`config.mk`:
```
export PLATFORM = sky130hd
export DESIGN_NAME = sar_adc_serial_readout
export DESIGN_NICKNAME = d
export VERILOG_FILES = /design/src/verilog/sar_readout_pkg.sv /design/src/verilog/sar_adc_serial_readout.sv
export SDC_FILE = /design/constraint.sdc
export NUM_CORES = 1
export LEC_CHECK = 0
export ABC_AREA = 1
export BUFFER_PORTS_ARGS = -buffer_cell sky130_fd_sc_hd__buf_2
export CORE_ASPECT_RATIO = 1.25
export CORE_MARGIN = 1
export CORE_UTILIZATION = 50
export CTS_CLUSTER_DIAMETER = 50
export CTS_CLUSTER_SIZE = 8
export DETAILED_ROUTE_END_ITERATION = 16
export GPL_TIMING_DRIVEN = 0
export PLACE_DENSITY = 0.71
export SLEW_MARGIN = 20
export SYNTH_ARGS = -nofsm -noshare
export SYNTH_HDL_FRONTEND = slang
export SYNTH_SLANG_ARGS = --single-unit
```
`constraint.sdc`:
```
create_clock -name clk -period 2 [get_ports clk]
set_input_delay 0.4 -clock clk [delete_from_list [all_inputs] [get_ports clk]]
set_output_delay 0.4 -clock clk [all_outputs]
set_load 0.02 [all_outputs]
```
`src/verilog/sar_readout_pkg.sv`:
```
// Constants shared by the serial conversion and readout logic.
// Assumes a single 20 MHz system clock samples the chip select and serial clock pins.
package sar_readout_pkg;

  // ----------------------------------------------------------------
  // Clock and timing
  // ----------------------------------------------------------------
  localparam int unsigned SYS_CLK_HZ = 20_000_000;
  localparam int unsigned MIN_SELECT_HIGH_TIME_NS = 50;
  localparam int unsigned MIN_SELECT_HIGH_CYCLES =
    (MIN_SELECT_HIGH_TIME_NS * (SYS_CLK_HZ / 1_000_000) + 999) / 1000;
  localparam int unsigned MIN_SCLK_PHASE_NS = 65;
  localparam int unsigned MIN_SCLK_PHASE_CYCLES =
    (MIN_SCLK_PHASE_NS * (SYS_CLK_HZ / 1_000_000) + 999) / 1000;

  // ----------------------------------------------------------------
  // Frame layout, counted in serial clock falling edges
  // ----------------------------------------------------------------
  localparam int unsigned RESULT_BITS = 16;
  localparam int unsigned CNT_W = 5;
  localparam logic [CNT_W-1:0] ACQ_LAST_EDGE = 5'h06;
  localparam logic [CNT_W-1:0] FIRST_DATA_EDGE = 5'h08;
  localparam logic [CNT_W-1:0] LAST_DECIDE_EDGE = 5'h16;
  localparam logic [CNT_W-1:0] LAST_DATA_EDGE = 5'h17;
  localparam logic [CNT_W-1:0] FRAME_EDGES = 5'h18;
  localparam logic [CNT_W-1:0] CNT_SATURATE = 5'h19;
  localparam logic [RESULT_BITS-1:0] TRIAL_MSB = 16'h8000;
  localparam logic [RESULT_BITS-1:0] CODE_ZERO = 16'h0000;

  // ----------------------------------------------------------------
  // Sequencer states
  // ----------------------------------------------------------------
  typedef enum logic [3:0] {
    ST_SHUTDOWN = 4'b0001,
    ST_ACQUIRE = 4'b0010,
    ST_CONVERT = 4'b0100,
    ST_DONE = 4'b1000
  } seq_state_t;

endpackage

```
`src/verilog/sar_adc_serial_readout.sv`:
```
// Serial conversion and readout sequencer of a 16-bit successive-approximation converter.
// Assumes cs_n, sclk and the comparator level are asynchronous and are synchronised here;
// the analog track-and-hold, capacitive DAC and comparator sit outside this module.
`timescale 1ns/1ps

module sar_adc_serial_readout (
  input wire logic clk,
  input wire logic reset_n,
  input wire logic ce,
  input wire logic cs_n,
  input wire logic sclk,
  input wire logic cmp_above,
  output logic dout,
  output logic dout_oe,
  output logic power_on,
  output logic track,
  output logic [15:0] dac_code,
  output logic [15:0] result_data,
  output logic result_valid,
  input wire logic result_ready
);

  // ----------------------------------------------------------------
  // Pin synchronisers
  // ----------------------------------------------------------------
  // Each serial clock phase lasts at least 65 ns, longer than one 50 ns system clock,
  // so every level is sampled at least once and no edge is missed.
  logic cs_m_q;
  logic cs_s_q;
  logic cs_d_q;
  logic sclk_m_q;
  logic sclk_s_q;
  logic sclk_d_q;
  logic cmp_m_q;
  logic cmp_s_q;

  always_ff @(posedge clk or negedge reset_n)
  begin
    if (!reset_n)
    begin
      cs_m_q <= 1'b1;
      cs_s_q <= 1'b1;
      cs_d_q <= 1'b1;
      sclk_m_q <= 1'b0;
      sclk_s_q <= 1'b0;
      sclk_d_q <= 1'b0;
      cmp_m_q <= 1'b0;
      cmp_s_q <= 1'b0;
    end
    else if (ce)
    begin
      cs_m_q <= cs_n;
      cs_s_q <= cs_m_q;
      cs_d_q <= cs_s_q;
      sclk_m_q <= sclk;
      sclk_s_q <= sclk_m_q;
      sclk_d_q <= sclk_s_q;
      cmp_m_q <= cmp_above;
      cmp_s_q <= cmp_m_q;
    end
  end

  logic cs_fall;
  logic sclk_fall;
  assign cs_fall = cs_d_q & ~cs_s_q;
  // Falling edges only count while selected; the clock idles low between frames.
  assign sclk_fall = sclk_d_q & ~sclk_s_q & ~cs_s_q;

  // ----------------------------------------------------------------
  // Falling edge counter
  // ----------------------------------------------------------------
  logic [sar_readout_pkg::CNT_W-1:0] cnt_q;
  logic [sar_readout_pkg::CNT_W-1:0] cnt_d;
  // Saturates past the frame so trailing edges cannot wrap into a new frame.
  assign cnt_d = (cnt_q == sar_readout_pkg::CNT_SATURATE) ? cnt_q : cnt_q + 5'h01;

  always_ff @(posedge clk or negedge reset_n)
  begin
    if (!reset_n)
      cnt_q <= '0;
    else if (ce)
    begin
      if (cs_s_q)
        cnt_q <= '0;
      else if (sclk_fall)
        cnt_q <= cnt_d;
    end
  end

  // ----------------------------------------------------------------
  // Sequencer
  // ----------------------------------------------------------------
  sar_readout_pkg::seq_state_t state_q;
  logic [15:0] sar_q;
  logic [15:0] trial_q;
  logic [15:0] decided;
  logic decide;
  logic done_evt;

  assign decide = sclk_fall && (state_q == sar_readout_pkg::ST_CONVERT);
  assign decided = cmp_s_q ? (sar_q | trial_q) : sar_q;
  assign done_evt = decide && (cnt_d == sar_readout_pkg::LAST_DECIDE_EDGE);

  always_ff @(posedge clk or negedge reset_n)
  begin
    if (!reset_n)
      state_q <= sar_readout_pkg::ST_SHUTDOWN;
    else if (ce)
    begin
      if (cs_s_q)
        state_q <= sar_readout_pkg::ST_SHUTDOWN;
      else
      begin
        case (state_q)
          sar_readout_pkg::ST_SHUTDOWN:
            if (cs_fall)
              state_q <= sar_readout_pkg::ST_ACQUIRE;
          sar_readout_pkg::ST_ACQUIRE:
            if (sclk_fall && cnt_d == sar_readout_pkg::ACQ_LAST_EDGE)
              state_q <= sar_readout_pkg::ST_CONVERT;
          sar_readout_pkg::ST_CONVERT:
            if (done_evt)
              state_q <= sar_readout_pkg::ST_DONE;
          sar_readout_pkg::ST_DONE:
            state_q <= sar_readout_pkg::ST_DONE;
          default:
            state_q <= sar_readout_pkg::ST_SHUTDOWN;
        endcase
      end
    end
  end

  // One trial bit per falling edge, MSB first: a bit is kept when the input lies at or
  // above the trial level, which gives a straight unipolar binary code.
  always_ff @(posedge clk or negedge reset_n)
  begin
    if (!reset_n)
    begin
      sar_q <= sar_readout_pkg::CODE_ZERO;
      trial_q <= sar_readout_pkg::CODE_ZERO;
    end
    else if (ce)
    begin
      if (cs_s_q)
      begin
        sar_q <= sar_readout_pkg::CODE_ZERO;
        trial_q <= sar_readout_pkg::CODE_ZERO;
      end
      else if (state_q == sar_readout_pkg::ST_ACQUIRE && sclk_fall &&
               cnt_d == sar_readout_pkg::ACQ_LAST_EDGE)
      begin
        sar_q <= sar_readout_pkg::CODE_ZERO;
        trial_q <= sar_readout_pkg::TRIAL_MSB;
      end
      else if (decide)
      begin
        sar_q <= decided;
        trial_q <= trial_q >> 1;
      end
    end
  end

  assign dac_code = sar_q | trial_q;
  assign power_on = ~cs_s_q;
  assign track = (state_q == sar_readout_pkg::ST_ACQUIRE);

  // ----------------------------------------------------------------
  // Serial output
  // ----------------------------------------------------------------
  // Picks the result bit shown after falling edge n, or zero outside the data window.
  function automatic logic frame_bit(input logic [4:0] n, input logic [15:0] word);
    logic [4:0] idx;
    idx = sar_readout_pkg::LAST_DATA_EDGE - n;
    if (n < sar_readout_pkg::FIRST_DATA_EDGE || n > sar_readout_pkg::LAST_DATA_EDGE)
      frame_bit = 1'b0;
    else
      frame_bit = word[idx[3:0]];
  endfunction

  always_ff @(posedge clk or negedge reset_n)
  begin
    if (!reset_n)
    begin
      dout <= 1'b0;
      dout_oe <= 1'b0;
    end
    else if (ce)
    begin
      dout_oe <= ~cs_s_q;
      if (cs_s_q || cs_fall)
        dout <= 1'b0;
      else if (sclk_fall)
        dout <= frame_bit(cnt_d, sar_q);
    end
  end

  // ----------------------------------------------------------------
  // Result buffer
  // ----------------------------------------------------------------
  // A finished word waits in a holding slot until the two-entry buffer has room, so a
  // stalled consumer loses nothing unless it stays stalled past a further conversion.
  logic pend_q;
  logic [15:0] pend_word_q;
  logic [15:0] buf_mem [2];
  logic wr_ptr_q;
  logic rd_ptr_q;
  logic [1:0] fill_q;
  logic in_ready;
  logic push;
  logic pop;

  assign in_ready = (fill_q != 2'h2);
  assign push = pend_q && in_ready;
  assign result_valid = (fill_q != 2'h0);
  assign pop = result_valid && result_ready;
  assign result_data = buf_mem[rd_ptr_q];

  always_ff @(posedge clk or negedge reset_n)
  begin
    if (!reset_n)
    begin
      pend_q <= 1'b0;
      pend_word_q <= sar_readout_pkg::CODE_ZERO;
    end
    else if (ce)
    begin
      pend_q <= done_evt | (pend_q & ~push);
      if (done_evt)
        pend_word_q <= decided;
    end
  end

  always_ff @(posedge clk or negedge reset_n)
  begin
    if (!reset_n)
    begin
      buf_mem[0] <= sar_readout_pkg::CODE_ZERO;
      buf_mem[1] <= sar_readout_pkg::CODE_ZERO;
      wr_ptr_q <= 1'b0;
      rd_ptr_q <= 1'b0;
      fill_q <= 2'h0;
    end
    else if (ce)
    begin
      if (push)
      begin
        buf_mem[wr_ptr_q] <= pend_word_q;
        wr_ptr_q <= ~wr_ptr_q;
      end
      if (pop)
        rd_ptr_q <= ~rd_ptr_q;
      if (push && !pop)
        fill_q <= fill_q + 2'h1;
      else if (pop && !push)
        fill_q <= fill_q - 2'h1;
    end
  end

endmodule

```
## Word level (Yosys, flattened, before mapping)

Cells that the tools add are included.

- Register bits: 104
- Bits of input ports: 7
- Output and inout port bits: 37
- Logic and storage cells: 110

- Add/sub/neg operators: 4
- Order comparisons: 6
- Equal/unequal tests: 11
- Mux-type cells: 28
- Bitwise logic cells: 13
- Reductions and logical operators: 27

Operators by type and width:

| operator | number |
|---|---|
| 2-to-1 mux 16 bit | 11 |
| bitwise mux 32 bit | 1 |
| demux 16 bit (select 1 bit) | 1 |
| 2-to-1 mux 4 bit | 4 |
| OR 16 bit | 1 |
| case mux 4 bit (4 select lines) | 1 |
| 2-to-1 mux 5 bit | 3 |
| AND reduction 2 bit | 7 |
| equality test 5 bit, second input constant | 2 |
| logical AND 1 bit | 10 |
| nonzero test 2 bit | 4 |
| inequality test 3 bit, second input constant | 2 |
| adder 5 x 1 -> 5 bit, second input constant | 1 |
| equality test 5 x 3 -> 1 bit, second input constant | 1 |
| > comparator 5 bit, second input constant | 1 |
| less-than comparator 4 x 5 -> 1 bit, second input constant | 1 |
| less-than comparator 5 x 4 -> 1 bit, second input constant | 1 |
| NOT 1 bit | 5 |
| AND 1 bit | 4 |
| binary-select mux 1 bit (select 4 bit) | 1 |
| equality test 4 x 1 -> 1 bit, second input constant | 1 |
| equality test 4 x 2 -> 1 bit, second input constant | 1 |
| equality test 4 x 3 -> 1 bit, second input constant | 1 |
| equality test 4 bit, second input constant | 1 |
| 15 further kinds | 23 |

## Logic depth before layout (Yosys ltp)

Gate-level depths: netlist of run 1.

- Depth after elaboration: 8
- Gate-level depth with buffers: 15
- Mapped depth without buffers: 15

## Worst setup path after synthesis of run 1

No wires, ideal clock.

- Kind: register to register
- Start point: reg cnt_q[1] (netlist bit)
- End point: reg trial_q[5]
- Arrival time: 1,768 ps
- Required time: 1,881 ps
- Path slack: 113 ps
- Cell stages (with the launch flop): 12
- Path buffers: 1
- Clock period less this slack: 1,887 ps
- Cell sequence: dfrtp_1 > inv_1 > ha_1 > nand2_1 > inv_1 > nand3_1 > nand2_4 > nor2_4 > nand4_4 > a21oi_4 > buf_6 > o21ai_2

- Word-level cells in the longest chain between the ends: 6
- Elaborated cells between the ends (all ways): 9

Ends and longest elaborated chain:

| item | line | text |
|---|---|---|
| start: declaration | sar_adc_serial_readout.sv:72 | `logic [sar_readout_pkg::CNT_W-1:0] cnt_q;` |
| start signal: assignment | sar_adc_serial_readout.sv:86 | `cnt_q <= cnt_d;` |
| adder 5 x 1 -> 5 bit / equality test 5 bit (equally long branches) | sar_adc_serial_readout.sv:75 | `assign cnt_d = (cnt_q == sar_readout_pkg::CNT_SATURATE) ? cnt_q : cnt_q + 5'h01;` |
| 2-to-1 mux 5 bit (*) | sar_adc_serial_readout.sv:75 |  |
| equality test 5 x 3 -> 1 bit (*) | sar_adc_serial_readout.sv:150 | `cnt_d == sar_readout_pkg::ACQ_LAST_EDGE)` |
| logical AND 1 bit (*) | sar_adc_serial_readout.sv:149 | `else if (state_q == sar_readout_pkg::ST_ACQUIRE && sclk_fall &&` |
| nonzero test 3 bit (no line) / 2-to-1 mux 16 bit (equally long branches) | n/a |  |
| AND reduction 2 bit (no line) / 2-to-1 mux 16 bit (equally long branches) | n/a |  |
| end signal: assignment | sar_adc_serial_readout.sv:147 | `trial_q <= sar_readout_pkg::CODE_ZERO;` |
| end signal: assignment | sar_adc_serial_readout.sv:153 | `trial_q <= sar_readout_pkg::TRIAL_MSB;` |
| end signal: assignment | sar_adc_serial_readout.sv:158 | `trial_q <= trial_q >> 1;` |
| end: declaration | sar_adc_serial_readout.sv:95 | `logic [15:0] trial_q;` |

Mark *: on every way between the ends. The rest lies on a longest branch, timed or not.
A chain may end at the register's enable or synchronous reset.

## Final worst setup path of run 1

- Start point: reg cnt_q[1] (netlist bit)
- End point: reg sar_q[12]

- Word-level cells in the longest chain between the ends: 6
- Elaborated cells between the ends (all ways): 9

Ends and longest elaborated chain:

| item | line | text |
|---|---|---|
| adder 5 x 1 -> 5 bit / equality test 5 bit (equally long branches) | sar_adc_serial_readout.sv:75 |  |
| 2-to-1 mux 5 bit (*) | sar_adc_serial_readout.sv:75 |  |
| equality test 5 x 3 -> 1 bit (*) | sar_adc_serial_readout.sv:150 |  |
| logical AND 1 bit (*) | sar_adc_serial_readout.sv:149 |  |
| nonzero test 3 bit (no line) / 2-to-1 mux 16 bit (equally long branches) | n/a |  |
| AND reduction 2 bit (no line) / 2-to-1 mux 16 bit (equally long branches) | n/a |  |
| end signal: assignment | sar_adc_serial_readout.sv:146 | `sar_q <= sar_readout_pkg::CODE_ZERO;` |
| end signal: assignment | sar_adc_serial_readout.sv:152 | `sar_q <= sar_readout_pkg::CODE_ZERO;` |
| end signal: assignment | sar_adc_serial_readout.sv:157 | `sar_q <= decided;` |
| end: declaration | sar_adc_serial_readout.sv:94 | `logic [15:0] sar_q;` |

Marks and branches as above.

==> results.yml, run 1 <==
placed_design:
  placed_cells: 805
  place.gp.congestion: 0.984
  io_buffers: 43
  dp_hpwl_mm: 8.47
  pre_cts_slack_ns: -0.183
floorplan:
  pin_count: 44
  die_w_um: 93.0
  dieArea_um2: 10800
  die_h_um: 116
  start_util_pct: 51.3
  rows: 41
  core_area_um2: 10100
power_and_ir_drop:
  total_power_mw: 6.83
  p_per_area_nw_per_um2: 1050
  ir_drop_v: 0.000603
  p_leak_nw: 3.23
setup_path:
  cp_num_cells: 15
  crit_slowest_cell: "dfrtp_1"
  arrival_ns: 2.29
  critPathCaptureType: "register"
  crit_family: "simple AND/OR/NAND/NOR gates"
  timing.critical_path.buf_inv: 4
  crit_top_cell: "nand2_4"
  startpoint_type: "register"
  crit_chain: "inv_2 > ha_4 > nand2_4 > inv_6 > nand2_8 > nand2_4 > nand2_4 > nor2_4 > nand4_4 > buf_6 > nand2_4 > nand2_8 > clkbuf_16 > nand2_2 > o21ai_1"
  critical_path_peak_fanout: 7
  r2r_slack_ns: -0.06
  criticalPathCategory: "reg2reg"
  reg2reg_depth: 15
  slowest_delay_ns: 0.43
  required_ns: 2.23
route:
  postRouteAntennaNets: 0
  num_vias: 4536
  drt_pre_antenna_iters: 5
  drt_wl_total_mm: 13.0
  drc_errors: 0
  first_iter_violations: 278
  wl_per_cell_um: 15.3
  viasPerCell: 5.34
yosys:
  yosys_warnings: 0
  seq_area_frac_synth_pct: 50.3
  synth-seq-cells: 104
  synth_compound_area_share_pct: 14.5
  postSynthCellCount: 632
  synthXorXnorAreaFrac_pct: 0.676
  avgSynthCellArea_um2: 8.20
  synth_top_family_by_area: "simple AND/OR/NAND/NOR gates"
  ys_types: 31
  synth_top_area_share_pct: 48.3
  synth_nets: 642
  syn-cell-area_um2: 5180
  synth.area.mux_share_pct: 0
  synth_top_area_cell: "dfrtp_1"
  synthAdderAreaFrac_pct: 0.725
  synthTopCellsByArea: "dfrtp_1 (48%), nand2_1 (14%), o21ai_0 (6.7%), inv_1 (5.5%), o21ai_2 (4.6%)"
  yosys.area_share.simple_pct: 24.9
cts:
  cts_tree: "yes"
  clk_pin_slew_worst_paths_ns: 0.07
  cts_buffers: 9
  root_buffer: "clkbuf_16"
  cts.sinks: 104
  cts.path.max_buffers: 2
  h-tree-depth: 3
  clock_insertion_delay_worst_skew_ns: 0.35
timing:
  rsz0062_at_grt: "true"
  holdWs_ns: 0.251
  post-route-period-util_pct: 103
  worst_slack_ns: -0.0617
  finalHoldViolations: 0
  setup_violations: 22
  finalCriticalPeriod_ns: 2.06
  slew_headroom_pct: 59.1
  final_max_slew_viol_count: 0
  tightest_slew_ns: 0.607
  fmaxAchievable_ghz: 0.485
  finalClockSkew_ns: 0.0113
status:
  violations: "negative setup slack"
  status: "complete, but fails checks"
cells_and_area:
  final_util_pct: 64.7
  nets: 726
  fin_cells: 850
  fillers: 792
  drive_gt1_share_pct: 31.6
  area_growth_pct: 26.2
  n_antenna_cell: 0
global_route:
  grt_pass1_vias: 4325
  grt_use_total_pct: 24.7
  grt_pass1_wl_mm: 20.7
  grt_max_degree: 58
  grt.overflow.total: 0
  antenna_found_initial: 0
run:
  cap_violations: 0
min_path:
  min_path_type: "in2reg"
  min_path_cells: 3
==> synthesized netlist by cell type <==
master and n:
nand2_2 7, o21ai_0 69, or2_1 1, buf_2 3, nand2_4 5, dfrtp_1 100, a31oi_1 1, buf_1 1
buf_4 2, buf_8 1, buf_6 6, ha_1 3, nand3_2 2, nand3_1 45, a21oi_4 1, or2_2 1
a21oi_1 7, inv_2 3, inv_1 76, nand2_1 194, nor2_1 28, dfstp_2 4, nor3_1 2, clkbuf_1 13
o22ai_1 6, xor2_1 4, o21ai_2 27, nor2_4 4, nand4_4 2, o31ai_1 1, o21ai_1 13
==> per-stage QoR <==
step	TNS, ns	area (um^2)
final	-0.600	6540
after global routing	-5.42	6540
after CTS	-0.362	6170
after detailed placement	-5.58	5590
after global placement	-59.24	5560
after floorplan	0	5180
==> cells by family (layout without fill, tap and decap cells) <==
family	after synthesis	count (layout)
AOI/OAI and AO/OA	125	125
xor gates and xnor gates	4	4
adders and majority gates	3	3
buffers and inverters	105	194
DFF	104	104
and+or+nand+nor	291	291
==> registers in the layout (all words and copies together), names as in the netlist, 2 cells and up <==
register     flops
buf_mem         32
pend_word_q     16
sar_q           16
trial_q         16
cnt_q            5
state_q          4
fill_q           2
==> final timing paths <==
check / startpoint / to
worst min-delay path: sclk / sclk_m_q
worst max-delay path: cnt_q[1] / sar_q[12]
min in group asynchronous: reset_n / fill_q[0]
worst max register to register: cnt_q[1] / sar_q[12]
max in group asynchronous: reset_n / cs_d_q
worst min register to register: cs_m_q / cs_m_q
==> where the power goes <==
group	leakage, nW	internal, mW	total, mW	switching, mW
clock	0.142	0.883	1.74	0.852
combinational	1.74	0.851	2.39	1.54
sequential	1.35	2.45	2.71	0.258
==> routing by layer <==
layer,global-route usage (%),vias to the layer above,wire (um),share of wire [%]
li1,-,2176,-,-
met1,31.5,2175,5380,41
met2,42.1,138,6570,50
met3,3.74,47,545,4.2
met4,10.5,0,527,4.0
met5,0,-,0,0
==> area by class of cell <==
class,count,area (um^2),area share [%]
plain buffers,23,175,2.68
well taps,129,161,2.47
clock inverters,7,67.6,1.03
flip-flops and latches,104,2610,39.9
multi-input cells,423,2400,36.8
clock buffers,9,225,3.44
inverters,79,302,4.61
repair buffers,76,594,9.09
==> worst reg2reg max path, stage by stage, from the launching register on <==
cell and delay (ns):
dfrtp_1 0.43, inv_2 0.10, ha_4 0.14, nand2_4 0.06, inv_6 0.08, nand2_8 0.08
nand2_4 0.08, nand2_4 0.05, nor2_4 0.17, nand4_4 0.13, buf_6 0.15, nand2_4 0.08
nand2_8 0.10, clkbuf_16 0.19, nand2_2 0.06, o21ai_1 0.06
==> cell usage in the layout (no fill, tap or decap), drive strengths merged, types with 3 or more instances in the layout <==
cell,instances
a21oi,8
buf,82
clkbuf,25
dfrtp,100
dfstp,4
ha,3
inv,84
nand2,206
nand3,47
nor2,32
o21ai,109
o22ai,6
xor2,4
==> what timing repair did <==
item | in CTS | in global routing
buffers inserted | 20 | 6
hold buffers | 1 | 0
pin swaps | 7 | 19
cloned | 2 | 5
endpoints found under the setup margin | 64 | 60
gates resized for setup | 34 | 97
hold endpoints to repair | 1 | 0
No activity file was read; power rests on OpenSTA's default activity.
==> inputs of run 2 (changes only) <==
- ABC_AREA: 1 -> unset
- PLACE_DENSITY: 0.71 -> 0.72
==> results.yml, run 2 <==
timing:
  setup_violations: 33
  finalHoldViolations: 2
  finalClockSkew_ns: 0.00814
  tightest_slew_ns: 0.545
  rsz0062_at_grt: "true"
  fin_setup_tns_ns: -2.99
  finalCriticalPeriod_ns: 2.13
  final_max_slew_viol_count: 0
  post-route-period-util_pct: 107
  worst_slack_ns: -0.133
  fmaxAchievable_ghz: 0.469
  slew_headroom_pct: 63.7
  holdWs_ns: -0.00126
route:
  viasPerCell: 5.65
  drt_wl_total_mm: 10.5
  num_vias: 3395
  drc_errors: 0
  wl_per_cell_um: 17.4
  drt_pre_antenna_iters: 4
  postRouteAntennaNets: 0
  first_iter_violations: 164
floorplan:
  rows: 39
  die_h_um: 112
  dieArea_um2: 10100
  core_area_um2: 9270
  start_util_pct: 52.1
  die_w_um: 89.9
  pin_count: 44
global_route:
  grt_pass1_wl_mm: 17.1
  grt.overflow.total: 0
  grt_pass1_vias: 3426
  grt_use_total_pct: 21.8
  antenna_found_initial: 0
  grt_max_degree: 56
cells_and_area:
  n_antenna_cell: 0
  final_common_cell: "dfrtp_1"
  fillers: 728
  largest_reg_flops: 32
  top_register: "buf_mem"
  final_cell_mix: "dfrtp_1 (97), mux2_2 (56), buf_2 (45)"
  final_util_pct: 63.0
  multi_input_area_um2: 2160
  drive_gt1_share_pct: 41.4
  nets: 483
  area_growth_pct: 20.8
  register_area_um2: 2610
placed_design:
  io_buffers: 42
  place.gp.congestion: 0.831
  dp_hpwl_mm: 7.04
  pre_cts_slack_ns: -0.268
setup_path:
  critPathCaptureType: "register"
  required_ns: 2.23
  crit_path_start: "cnt_q[0]"
  criticalPathCategory: "reg2reg"
  arrival_ns: 2.36
  r2r_start: "cnt_q[0]"
  critical_path_peak_fanout: 6
  startpoint_type: "register"
cts:
  clock_insertion_delay_worst_skew_ns: 0.34
  postCtsHoldBufs: 0
  h-tree-depth: 3
  cts.path.max_buffers: 2
  cts_tree: "yes"
  cts_buffers: 9
  cts.sinks: 104
  root_buffer: "clkbuf_16"
  clk_pin_slew_worst_paths_ns: 0.07
power_and_ir_drop:
  ir_drop_v: 0.000819
  p_leak_nw: 2.92
  p_per_area_nw_per_um2: 880
yosys:
  synthTopCellsByArea: "dfrtp_1 (52%), mux2_2 (13%), a22o_1 (6.2%), nand2_1 (3.0%), or2_2 (2.3%)"
  synth_edf_count: 0
  postSynthCellCount: 401
  async_reset_ff_share_pct: 100
  synth_nets: 411
  synth-seq-cells: 104
  synth_most_common_cell: "dfrtp_1"
  synth_top_area_cell: "dfrtp_1"
  synth_ff_type: "dfrtp_1"
  ys_types: 50
  avgSynthCellArea_um2: 12.1
  synthTopCellsByCount: "dfrtp_1 (100), mux2_2 (56), nand2_1 (38)"
  synth_top_area_share_pct: 51.8
  syn-cell-area_um2: 4830
  yosys_warnings: 0
  seq_area_frac_synth_pct: 53.9
status:
  violations: "negative hold slack, negative setup slack"
  status: "complete, but fails checks"
min_path:
  min_path_type: "in2async"
run:
  cap_violations: 0
[run 2: worst paths after layout]
check / end / slack [ns] / cells after the start
max: sar_q[14] / -0.13 / 9
min: rd_ptr_q / -0.001 / 1
max reg2reg: sar_q[14] / -0.13 / 9
min reg2reg: pend_q / 0.47 / 2
max in group asynchronous: cnt_q[3] / 1.39 / 2
min in group clk: cs_m_q / 0.29 / 2
[run 2: cell families (layout without fill, tap and decap cells)]
group	Yosys count	after routing	share of synthesized area, %
flip-flops	104	104	53.9
XOR/XNOR	10	10	2.12
multiplexers	66	66	15.6
AND/OR/NAND/NOR	94	94	10.6
AO/OA/AOI/OAI	93	93	13.3
buffers and inverters	31	108	3.68
adder cells (fa/ha/maj)	3	3	0.777
[run 2: layout make-up]
type,instances,share of cell area (%)
buffer,23,2.87
clock buffer,9,3.86
clock inverter,7,0.964
inverter,6,0.429
multi-input combinational,266,36.9
sequential,104,44.7
tap,123,2.64
timing repair buffer,63,7.59
[run 2: routing by layer]
| metal | wire (um) | GRT usage [%] | share of wire, % | vias to the layer above |
|---|---|---|---|---|
| met3 | 339 | 2.94 | 3.2 | 8 |
| met4 | 107 | 8.71 | 1.0 | 0 |
| met1 | 4480 | 26.7 | 43 | 1729 |
| li1 | - | - | - | 1590 |
| met2 | 5560 | 38.9 | 53 | 68 |
| met5 | 0 | 0 | 0 | - |
[run 2: timing repair]
| item | in CTS | in global routing |
|---|---|---|
| endpoints found under the setup margin | 67 | 63 |
| buffers inserted | 13 | 5 |
| cloned | 2 | 0 |
| resized for setup | 18 | 7 |
| hold endpoints to repair | 0 | 0 |
| pin swaps | 6 | 6 |
[run 2: per-stage QoR]
step	instances	power, mW	area (um^2)
after CTS	597	5.08	5780
after floorplan	401	2.99	4870
final	601	5.14	5840
after detailed placement	567	3.23	5270
after global placement	566	3.19	5240
after global routing	601	5.33	5840
[run 2: critical path, stage by stage, from the launching register on]
cell and delay [ns]:
dfrtp_2 0.47, ha_4 0.19, xnor2_2 0.14, and2b_2 0.26, nand3_4 0.10, nor4_4 0.24
buf_4 0.17, o21ai_4 0.10, buf_6 0.16, a22o_1 0.18
[run 2: power by group]
part,switching [mW],internal (mW)
logic,0.616,0.571
registers,0.102,2.19
clock network,0.798,0.855
==> inputs of run 3 (changes only) <==
- CORE_ASPECT_RATIO: 1.25 -> 1.2
- CORE_MARGIN: 1 -> 2
- CTS_CLUSTER_SIZE: 8 -> unset
==> results.yml, run 3 (synthesized netlist as in run 2, its figures left out) <==
cts:
  cts_tree: "yes"
  cts.sinks: 104
  clock_insertion_delay_worst_skew_ns: 0.34
  h-tree-depth: 3
  root_buffer: "clkbuf_16"
  clk_pin_slew_worst_paths_ns: 0.07
  cts.path.max_buffers: 2
  cts_buffers: 9
timing:
  fmaxAchievable_ghz: 0.492
  slew_headroom_pct: 64.6
  post-route-period-util_pct: 102
  worst_slack_ns: -0.0331
  final_max_slew_viol_count: 0
  finalCriticalPeriod_ns: 2.03
  finalHoldViolations: 0
  finalClockSkew_ns: 0.00690
  tightest_slew_ns: 0.530
  holdWs_ns: 0.285
  rsz0062_at_grt: "true"
  setup_violations: 22
placed_design:
  io_buffers: 42
  dp_hpwl_mm: 6.82
  place.gp.congestion: 0.847
  pre_cts_slack_ns: -0.227
  dpl_cell_area_um2: 5270
cells_and_area:
  fin_area_um2: 5780
  nets: 481
  top_register: "buf_mem"
  area_growth_pct: 19.6
  final_cell_mix: "dfrtp_1 (97), mux2_2 (56), buf_2 (44)"
  final_common_cell: "dfrtp_1"
  drive_gt1_share_pct: 41.1
  largest_reg_flops: 32
  n_antenna_cell: 0
setup_path:
  criticalPathCategory: "reg2reg"
  r2r_slack_ns: -0.03
  arrival_ns: 2.26
  crit_chain: "ha_4 > xnor2_2 > and2b_2 > nand3_4 > nor4_4 > buf_4 > o21ai_4 > buf_6 > a22o_1"
  startpoint_type: "register"
  reg2reg_to: "trial_q[2]"
  slowest_delay_ns: 0.46
  reg2reg_depth: 9
  crit_path_start: "cnt_q[0]"
  required_ns: 2.22
  critical_path_peak_fanout: 5
  r2r_start: "cnt_q[0]"
  crit_slowest_cell: "dfrtp_2"
  critPathCaptureType: "register"
  critPathCapture: "trial_q[2]"
route:
  num_vias: 3297
  viasPerCell: 5.52
  wl_per_cell_um: 16.8
  first_iter_violations: 177
  drc_errors: 0
  drt_pre_antenna_iters: 4
  drt_wl_total_mm: 10.0
  postRouteAntennaNets: 0
global_route:
  grt_use_total_pct: 20.3
  grt_pass1_wl_mm: 16.6
  grt_max_degree: 70
  antenna_found_initial: 0
  grt_pass1_vias: 3356
  grt.overflow.total: 0
power_and_ir_drop:
  p_per_area_nw_per_um2: 868
  total_power_mw: 5.01
  p_leak_nw: 2.90
  ir_drop_v: 0.000782
floorplan:
  start_util_pct: 51.1
  core_area_um2: 9470
  rows: 39
  pin_count: 44
  dieArea_um2: 10500
  die_h_um: 112
  die_w_um: 93.8
min_path:
  min_path_type: "in2reg"
  min_path_cells: 2
status:
  violations: "negative setup slack"
  status: "complete, but fails checks"
run:
  cap_violations: 0
-- run 3: power by group --
group	total (mW)	switching [mW]	internal [mW]
clock	1.61	0.717	0.896
sequential	2.28	0.0894	2.20
combinational	1.12	0.601	0.515
-- run 3: cell type report --
| class | count | area, um^2 |
|---|---|---|
| Clock buffer | 11 | 253 |
| Tap cell | 123 | 154 |
| Clock inverter | 3 | 18.8 |
| Sequential cell | 104 | 2610 |
| Fill cell | 763 | 3690 |
| Inverter | 6 | 25.0 |
| Timing Repair Buffer | 62 | 404 |
| Buffer | 22 | 163 |
| Multi-Input combinational cell | 266 | 2150 |
-- run 3: repair_timing --
item | in CTS | in global routing
hold endpoints to repair | 35 | 0
endpoints found under the setup margin | 60 | 70
gates cloned | 2 | 0
pin swaps | 5 | 5
hold buffers | 1 | 0
setup buffers | 13 | 4
resized for setup | 17 | 10
-- run 3: metal layers --
metal	vias up	part of all wire, %	GRT usage, %
li1	1581	-	-
met3	18	2.7	3.59
met5	-	0	0
met1	1645	44	26.3
met2	53	51	34.4
met4	0	2.0	6.57
-- run 3: worst min path at each step --
stage / startpoint / endpoint
floorplan: reset_n / buf_mem[0]
global placement: pend_q / pend_q
detailed placement: reset_n / buf_mem[16]
CTS: cs_n / cs_m_q
global route: cs_n / cs_m_q
finish: cs_n / cs_m_q
-- run 3: metrics by stage --
step	cells	setup TNS, ns	util [%]
2_1_floorplan	401	-0.256	-
3_3_place_gp	566	-58.32	55.3
3_5_place_dp	567	-8.13	55.7
4_1_cts	596	-1.10	60.6
5_1_grt	597	-4.21	61.0
6_report	597	-0.294	61.0
-- run 3: worst max-delay path: cells and delay by family (launching register included) --
family                     cells  cell delay [ns]
xor gates and xnor gates       1             0.13
AOI/OAI and AO/OA              2             0.28
DFF                            1             0.46
adders and majority gates      1             0.20
buffers and inverters          2             0.34
and+or+nand+nor                3             0.51
